$ cat config.mk
export PLATFORM = sky130hd
export DESIGN_NAME = prio_status
export DESIGN_NICKNAME = d
export VERILOG_FILES = /design/src/inc/prio_pkg.sv /design/src/rtl/prio_status.sv /design/src/rtl/prio_reg.sv
export SDC_FILE = /design/constraint.sdc
export NUM_CORES = 1
export LEC_CHECK = 0
export BUFFER_PORTS_ARGS = -buffer_cell sky130_fd_sc_hd__buf_2
export CAP_MARGIN = 20
export CELL_PAD_IN_SITES_DETAIL_PLACEMENT = 2
export CELL_PAD_IN_SITES_GLOBAL_PLACEMENT = 2
export CORE_MARGIN = 2
export CORE_UTILIZATION = 34
export DETAILED_ROUTE_END_ITERATION = 7
export PLACE_DENSITY_LB_ADDON = 0.1
export SKIP_CTS_REPAIR_TIMING = 1
export SLEW_MARGIN = 25
export SYNTH_ARGS = -nofsm -noshare
export SYNTH_HDL_FRONTEND = slang
export SYNTH_HIERARCHICAL = 1
export SYNTH_SLANG_ARGS = --single-unit
$ cat constraint.sdc
create_clock -name clk -period 2.4 [get_ports clk]
set_input_delay 0.12 -clock clk [delete_from_list [all_inputs] [get_ports clk]]
set_output_delay 0.12 -clock clk [all_outputs]
set_load 0.01 [all_outputs]
$ cat src/inc/prio_pkg.sv
// package: register map, field layout and reset values of the priority and vector status block
`default_nettype none
package prio_pkg;
	localparam logic [11:0] pwm3_6_off = 12'h000;
	localparam logic [11:0] pwm7_9_comparator2_priority_off = 12'h004;
	localparam logic [11:0] comparator3_4_priority_off = 12'h008;
	localparam logic [11:0] adc_pair0_1_priority_off = 12'h00C;
	localparam logic [11:0] adc_pair2_5_priority_off = 12'h010;
	localparam logic [11:0] adc_pair6_7_priority_off = 12'h014;
	localparam logic [11:0] pending_vector_status_off = 12'h018;
	localparam logic [11:0] irq_status_off = 12'h01C;
	localparam logic [11:0] irq_mask_off = 12'h020;
	localparam int num_regs = 6;
	localparam int num_fields = 15;
	localparam logic [2:0] level_reset = 3'h4;
	// writable bits of each priority register, index 0 is pwm3_6
	localparam logic [15:0] impl_mask [num_regs] = '{16'h7777, 16'h7777, 16'h0077, 16'h7700, 16'h7777, 16'h0077};
	localparam logic [15:0] impl_reset [num_regs] = '{16'h4444, 16'h4444, 16'h0044, 16'h4400, 16'h4444, 16'h0044};
	localparam int level_lsb = 8;
	localparam int vector_lsb = 0;
	localparam int vector_base = 8;
	localparam logic [1:0] irq_level_chg = 2'h1;
	localparam logic [1:0] irq_vector_chg = 2'h2;
	typedef struct packed {
		logic [3:0] level;
		logic [6:0] index;
	} status_type;
	typedef struct packed {
		logic [2:0] pwm_ch3_level;
		logic [2:0] pwm_ch7_level;
		logic [2:0] pwm_ch8_level;
		logic [2:0] pwm_ch9_level;
		logic [2:0] comparator2_level;
		logic [2:0] comparator3_level;
		logic [2:0] comparator4_level;
		logic [2:0] adc_pair0_level;
		logic [2:0] adc_pair1_level;
		logic [2:0] adc_pair2_level;
		logic [2:0] adc_pair3_level;
		logic [2:0] adc_pair4_level;
		logic [2:0] adc_pair5_level;
		logic [2:0] adc_pair6_level;
		logic [2:0] adc_pair7_level;
	} levels_type;
endpackage
`default_nettype wire

$ cat src/rtl/prio_status.sv
// priority registers and pending vector status behind an APB slave
//
// The APB register port and the address map are this design's own decisions.
`default_nettype none
module prio_status (
	input wire logic clk, // system clock, 100 MHz
	input wire logic reset_n, // async reset, active low
	input wire logic psel, // apb select
	input wire logic penable, // apb enable
	input wire logic pwrite, // apb direction
	input wire logic [11:0] paddr, // apb byte address
	input wire logic [31:0] pwdata, // apb write data
	input wire logic [3:0] pstrb, // apb byte strobes
	output logic [31:0] prdata, // apb read data
	output logic pready, // apb ready
	output logic pslverr, // apb error on unmapped address
	input wire logic [3:0] cpu_level_in, // new cpu level from arbitration
	input wire logic [7:0] vector_in, // pending vector number, 8 to 135
	output prio_pkg::levels_type levels_q, // priority fields to arbitration
	output logic irq_q // change interrupt, level
);
	logic [15:0] prio_q [prio_pkg::num_regs];
	logic [31:0] prdata_q, prdata_d;
	logic pready_q, pslverr_q, pslverr_d;
	prio_pkg::status_type status_q, status_d;
	logic [1:0] ev_q, ev_d, mask_q;
	prio_pkg::levels_type levels_d;
	logic irq_d;

	wire logic access = psel && penable && !pready_q;
	wire logic wr_en = access && pwrite;
	wire logic [15:0] wdata16 = {pstrb[1] ? pwdata[15:8] : 8'h00, pstrb[0] ? pwdata[7:0] : 8'h00};
	// byte lanes: an unstrobed lane keeps its old value
	function automatic logic [15:0] merge(input logic [15:0] old, input logic [3:0] strb, input logic [15:0] nw);
		merge = {strb[1] ? nw[15:8] : old[15:8], strb[0] ? nw[7:0] : old[7:0]};
	endfunction
	// one-hot select over the nine registers; misaligned and unknown addresses select nothing
	function automatic logic [8:0] decode(input logic [11:0] a);
		case (a)
			prio_pkg::pwm3_6_off: decode = 9'h001;
			prio_pkg::pwm7_9_comparator2_priority_off: decode = 9'h002;
			prio_pkg::comparator3_4_priority_off: decode = 9'h004;
			prio_pkg::adc_pair0_1_priority_off: decode = 9'h008;
			prio_pkg::adc_pair2_5_priority_off: decode = 9'h010;
			prio_pkg::adc_pair6_7_priority_off: decode = 9'h020;
			prio_pkg::pending_vector_status_off: decode = 9'h040;
			prio_pkg::irq_status_off: decode = 9'h080;
			prio_pkg::irq_mask_off: decode = 9'h100;
			default: decode = 9'h000;
		endcase
	endfunction
	wire logic [8:0] rd_sel = decode(paddr);
	wire logic [8:0] wr_sel = wr_en ? decode(paddr) : 9'h000;
	wire logic [15:0] rd_term [prio_pkg::num_regs];

	genvar g;
	generate
		for (g = 0; g < prio_pkg::num_regs; g++)
		begin : regs
			wire logic hit = wr_sel[g];
			assign rd_term[g] = rd_sel[g] ? prio_q[g] : 16'h0000;
			prio_reg #(
				.mask(prio_pkg::impl_mask[g]),
				.rst_val(prio_pkg::impl_reset[g])
			) u_reg (
				.clk(clk),
				.reset_n(reset_n),
				.wr(hit),
				.wdata(merge(prio_q[g], pstrb, wdata16)),
				.value_q(prio_q[g])
			);
		end
	endgenerate

	// field extraction; a zero field leaves its source disabled in arbitration
	always_comb
	begin
		levels_d.pwm_ch3_level = prio_q[0][2:0];
		levels_d.pwm_ch7_level = prio_q[1][2:0];
		levels_d.pwm_ch8_level = prio_q[1][6:4];
		levels_d.pwm_ch9_level = prio_q[1][10:8];
		levels_d.comparator2_level = prio_q[1][14:12];
		levels_d.comparator3_level = prio_q[2][2:0];
		levels_d.comparator4_level = prio_q[2][6:4];
		levels_d.adc_pair0_level = prio_q[3][10:8];
		levels_d.adc_pair1_level = prio_q[3][14:12];
		levels_d.adc_pair2_level = prio_q[4][2:0];
		levels_d.adc_pair3_level = prio_q[4][6:4];
		levels_d.adc_pair4_level = prio_q[4][10:8];
		levels_d.adc_pair5_level = prio_q[4][14:12];
		levels_d.adc_pair6_level = prio_q[5][2:0];
		levels_d.adc_pair7_level = prio_q[5][6:4];
	end

	// vector numbers below 8 cannot occur; they are clamped to index 0 rather than wrapping
	wire logic [7:0] vec_rel = (vector_in < 8'(prio_pkg::vector_base)) ? 8'h00 : 8'(vector_in - 8'(prio_pkg::vector_base));
	always_comb
	begin
		status_d.level = cpu_level_in;
		status_d.index = vec_rel[6:0];
	end

	wire logic level_chg = status_d.level != status_q.level;
	wire logic vector_chg = status_d.index != status_q.index;
	wire logic clr_hit = wr_sel[7] && pstrb[0];
	wire logic mask_hit = wr_sel[8] && pstrb[0];
	wire logic [1:0] lvl_ev = level_chg ? prio_pkg::irq_level_chg : 2'h0;
	wire logic [1:0] vec_ev = vector_chg ? prio_pkg::irq_vector_chg : 2'h0;
	wire logic [1:0] ev_set = lvl_ev | vec_ev;
	wire logic [1:0] ev_clr = clr_hit ? pwdata[1:0] : 2'h0;
	// set beats clear so a change in the clearing cycle is kept
	always_comb
	begin
		ev_d = (ev_q & ~ev_clr) | ev_set;
		irq_d = |(ev_d & mask_q);
	end

	// status word is built field by field so the unused bits stay zero
	logic [15:0] status_word;
	always_comb
	begin
		status_word = 16'h0000;
		status_word[prio_pkg::level_lsb +: 4] = status_q.level;
		status_word[prio_pkg::vector_lsb +: 7] = status_q.index;
	end
	wire logic mapped = |rd_sel;
	wire logic [15:0] rd_status = rd_sel[6] ? status_word : 16'h0000;
	wire logic [15:0] rd_events = rd_sel[7] ? {14'h0000, ev_q} : 16'h0000;
	wire logic [15:0] rd_mask = rd_sel[8] ? {14'h0000, mask_q} : 16'h0000;
	// the selects are one-hot, so an or of the gated terms is the read multiplexer
	logic [15:0] rd_word;
	always_comb
	begin
		rd_word = rd_status | rd_events | rd_mask;
		for (int i = 0; i < prio_pkg::num_regs; i++)
			rd_word = rd_word | rd_term[i];
		prdata_d = {16'h0000, rd_word};
		pslverr_d = !mapped;
	end

	always_ff @(posedge clk or negedge reset_n)
	begin
		if (!reset_n)
		begin
			pready_q <= 1'b0;
			pslverr_q <= 1'b0;
			prdata_q <= 32'h0000_0000;
		end
		else
		begin
			pready_q <= access;
			pslverr_q <= access && pslverr_d;
			prdata_q <= (access && !pwrite) ? prdata_d : 32'h0000_0000;
		end
	end

	always_ff @(posedge clk or negedge reset_n)
	begin
		if (!reset_n)
		begin
			status_q <= '0;
			ev_q <= 2'h0;
			mask_q <= 2'h0;
			irq_q <= 1'b0;
			levels_q <= {prio_pkg::num_fields{prio_pkg::level_reset}};
		end
		else
		begin
			status_q <= status_d;
			ev_q <= ev_d;
			irq_q <= irq_d;
			levels_q <= levels_d;
			if (mask_hit)
				mask_q <= pwdata[1:0];
		end
	end

	assign prdata = prdata_q;
	assign pready = pready_q;
	assign pslverr = pslverr_q;
endmodule
`default_nettype wire

$ cat src/rtl/prio_reg.sv
// one 16-bit priority register with fixed implemented-bit mask
`default_nettype none
module prio_reg #(
	parameter logic [15:0] mask = 16'h0000,
	parameter logic [15:0] rst_val = 16'h0000
) (
	input wire logic clk, // system clock
	input wire logic reset_n, // async reset, active low
	input wire logic wr, // write strobe
	input wire logic [15:0] wdata, // write data
	output logic [15:0] value_q // stored value
);
	wire logic [15:0] value_d = wdata & mask;
	always_ff @(posedge clk or negedge reset_n)
	begin
		if (!reset_n)
			value_q <= rst_val;
		else if (wr)
			value_q <= value_d;
	end
endmodule
`default_nettype wire

# == Word level (Yosys, flattened, before mapping) ==
# Index checks and enable logic that the tools add are counted.
# word_totals
register_bits,132
out_inout_bits,80
word_cells,95
inputBits,65
# classes
n_addsub,1
reduce_logical,22
n_eq_ne,10
magnitude_cmp,1
n_bitwise,13
muxes,16
# op_table
cell,count
case mux 9 bit (9 select lines),1
two-way mux 15 bit,5
== test 12 x 5 -> 1 bit (second input constant),4
bitwise OR 15 bit,3
bitwise OR 15 x 7 -> 15 bit,2
== test 12 x 4 -> 1 bit (second input constant),2
bitwise OR 12 x 2 -> 12 bit,2
two-way mux 7 bit,3
AND reduction 2 bit,9
bitwise OR 12 x 15 -> 15 bit,1
== test 12 x 3 -> 1 bit (second input constant),1
== test 12 x 6 -> 1 bit (second input constant),1
zero test 12 bit,1
two-way mux 12 bit,1
two-way mux 9 bit,1
OR reduction 9 bit,1
< comparator 8 x 4 -> 1 bit (second input constant),1
two-way mux 2 bit,4
logical AND 1 bit,7
inequality test 7 bit,1
subtractor 7 x 4 -> 7 bit (second input constant),1
AND 2 bit,2
inequality test 4 bit,1
zero test 1 bit,3
5 further kinds,5

# == Depth between registers and ports, before layout ==
# depth
depth_word,12
depth_mapped,9

# == By module ==
# The synthesis kept the hierarchy.
# by_module_without_submodules
module,n_inst,area_each_um2,cells_per_inst
prio_status,1,4370.4,520
prio_reg (regs[0].u_reg ...),3,523.0,30
prio_reg (regs[2].u_reg ...),3,332.8,24

# == Worst setup path before layout ==
# Ideal clock, no wire load.
# synth_path
path_kind,input-to-reg
from,in paddr[9]
to,reg regs[1].u_reg.value_q[0]
setup_ns,0.125
slack_ns,0.349
t_arrival_ns,1.926
path_stages,8
n_path_buf,3
cell_sequence,nor4_2 > nor2b_1 > buf_4 > nand2_1 > buf_6 > nor4_1 > buf_6 > mux2_4
# synth_between
elab_chain_len,4
# synth_rtl
element,line,rtl
start: declaration,prio_status.sv:11,"input wire logic [11:0] paddr,"
== test 12 x 6 -> 1 bit (tied with other cells),prio_status.sv:39,case (a)
case mux 9 bit (9 select lines) *,prio_status.sv:39,
two-way mux 9 bit *,prio_status.sv:53,wire logic [8:0] wr_sel = wr_en ? decode(paddr) : 9'h000;
net wr_sel[1],prio_status.sv:53,
AND reduction 2 bit (no source line) *,-,
end signal: assignment,prio_reg.sv:17,value_q <= rst_val;
end signal: assignment,prio_reg.sv:19,value_q <= value_d;
end: declaration,prio_reg.sv:11,output logic [15:0] value_q
# Mark *: on every way through the listed nets, which the timed path passes. The rest lies on a longest branch.
# A chain may end at the register's enable or synchronous reset.

# == Final worst setup path ==
# layout_path
from,in vector_in[3]
to,reg irq_q
# layout_between
elab_chain_len,8
# layout_rtl
element,line,rtl
start: declaration,prio_status.sv:18,"input wire logic [7:0] vector_in,"
subtractor 7 x 4 -> 7 bit or < comparator 8 x 4 -> 1 bit (tied branches),prio_status.sv:96,wire logic [7:0] vec_rel = (vector_in < 8'(prio_pkg::vector_base)) ? 8'h00 : 8'(vector_in - 8'(prio_pkg::vecto ...
two-way mux 7 bit *,prio_status.sv:96,
inequality test 7 bit *,prio_status.sv:104,wire logic vector_chg = status_d.index != status_q.index;
two-way mux 2 bit *,prio_status.sv:108,wire logic [1:0] vec_ev = vector_chg ? prio_pkg::irq_vector_chg : 2'h0;
bitwise OR 1 x 2 -> 2 bit *,prio_status.sv:109,wire logic [1:0] ev_set = lvl_ev | vec_ev;
bitwise OR 2 bit *,prio_status.sv:114,ev_d = (ev_q & ~ev_clr) | ev_set;
net ev_d[1],prio_status.sv:26,"logic [1:0] ev_q, ev_d, mask_q;"
AND 2 bit *,prio_status.sv:115,irq_d = |(ev_d & mask_q);
OR reduction 2 bit *,prio_status.sv:115,
net irq_d,prio_status.sv:28,logic irq_d;
end signal: assignment,prio_status.sv:171,irq_q <= irq_d;
end: declaration,prio_status.sv:20,output logic irq_q
# Marks and branches as above.

==> results.tsv <==
metric	value	unit
rsz0062_at_grt	false	
vias	4843	
multi_input_area	2556	µm²
io_pins	145	
fin_tns_setup	0	ps
synthesis.area	6563	µm²
required	2720	ps
fp.dieW	142.9	µm
avgRoutedWirePerCell	20.25	µm
power.total	5.528	mW
hold_class	input port to register	
critPathBufInv	2	
setup_viol	0	
syn_inst	596	
ys_warn_count	6	
slowest_stage	dlygate4sd3_1	
wirelength	20.37	mm
first_pass_iters	5	
fin_crit_sh	82.93	%
cts_root_buf	clkbuf_16	
drc	0	
powerDensity	680.7	nW/µm²
dp_hpwl	14.54	mm
drive_above_1_share	37.00	%
track_usage	21.03	%
hold_end	status_q[4]	
ant_nets	0	
maxCapViolCount	0	
port_buffers	106	
cts_tree	built	
dp_slack	87.28	ps
avgSynthCellArea	11.01	µm²
slowest_delay	520	ps
layout.area.seq	3369	µm²
cts.clk_slew.worst_paths	60	ps
tightestPinTransition	791.6	ps
dieArea	20430	µm²
start_kind	input port	
fillers	2002	
critical_path_class	input port to register	
cp_cell_sequence	dlygate4sd3_1 -> buf_2 -> nor3_1 -> nor3b_2 -> a21oi_1 -> o32ai_1 -> nand4_1 -> a22o_1	
run_status	finished, final reports clean	
gp_congestion	0.7473	
cts_sinks	133	
min_period	1990	ps
n_antenna_cell	0	
grt_max_degree	60	
row_count	50	
crit_fanout	7	
cp_top_family	simple AND/OR/NAND/NOR gates	
drt_iter0_markers	204	
finalHoldViolations	0	
fp.dieH	142.9	µm
setup_slack	409.7	ps
clock_skew	7.330	ps
p_leak	3.708	nW
critPathArrivalTime	2310	ps
reg2reg_depth	5	
rrSetupSlack	530	ps
cts_max_level	4	
antenna_found_initial	0	
first_global_vias	5327	
whs_path_depth	3	
core_area	18830	µm²
grt_remaining_overflow	0	
clock_latency	430	ps
grt_pass1_wl	31.85	mm
cts_max_path_buffers	2	
initial_core_util	34.85	%
cts_buffers	17	
r2r_end	irq_q	
syn2layout_area_growth	23.76	%
nets	799	
min_from	vector_in[7]	
max_freq	0.5024	GHz
drv_slew	0	
rr_startpoint	pready	
endpoint_kind	register	
vdd_ir_drop_max	0.0004545	V
vias_per_cell	4.814	
slew_headroom	47.22	%
[cells in the final DEF, fill, tap and decap left out, drive strengths merged, types with 4 or more instances in the layout]
master       count
buf            146
dfrtp          100
o21ai           59
inv             58
conb            58
mux2            57
dfstp           33
nand2           32
nor2            29
a21oi           21
clkbuf          20
a22oi           17
dlygate4sd3     12
a222oi           9
a31oi            7
nor4             7
nor3             6
nor2b            5
a221oi           5
a22o             5
xor2             5
bufinv           5
clkinvlp         5
o22ai            4
mux2i            4
xnor2            4
nor3b            4
[metrics by stage]
step	utilization [%]	instances	hold slack (ps)	cell area (µm²)
3_5_place_dp	39.00	962	136.8	7343
6_report	43.13	1006	8.352	8122
5_1_grt	43.13	1006	16.40	8122
4_1_cts	42.49	994	-334.9	8001
2_1_floorplan	-	647	-175.6	6754
3_3_place_gp	39.00	962	120.5	7343
[tightest hold or removal path: stages]
cell and delay, ps:
buf_2 100, nor3b_2 80, nor2_1 90
[flip-flops by register name (all words and copies together) (netlist names)]
signal,count
pslverr,1
levels_q,45
pready,1
status_q,11
mask_q,2
prdata,16
irq_q,1
regs.u_reg/value_q,54
ev_q,2
[final cells by class]
cell class / count / share of cell area (%)
clock inverters: 12 / 2.480
well taps: 260 / 4.006
clock buffers: 20 / 5.623
repair buffers: 158 / 12.25
multi-input cells: 365 / 31.47
flip-flops and latches: 133 / 41.49
inverters: 58 / 2.681
[power breakdown]
| part | switching (mW) | internal, mW |
|---|---|---|
| clock network | 1.04 | 1.90 |
| logic | 0.208 | 0.105 |
| registers | 0.0178 | 2.26 |
| total | 1.27 | 4.26 |
[worst max-delay path by stage]
| stage | start | to | depth (start not counted) |
|---|---|---|---|
| floorplan | paddr[9] | regs[1].u_reg/value_q[0] | 8 |
| CTS | pready | irq_q | 5 |
| finish | vector_in[3] | irq_q | 8 |
| global route | vector_in[3] | irq_q | 8 |
| detailed placement | paddr[9] | regs[3].u_reg/value_q[9] | 8 |
| global placement | paddr[9] | regs[3].u_reg/value_q[8] | 8 |
[routing by layer]
layer / up-vias / GRT usage, % / routed length, µm
li1: 2197 / - / -
met1: 2541 / 27.02 / 9222
met2: 89 / 36.39 / 10410
met3: 16 / 4.494 / 552
met4: 0 / 4.690 / 187
met5: - / 0 / 0
Power figures use the tool's default switching activity.
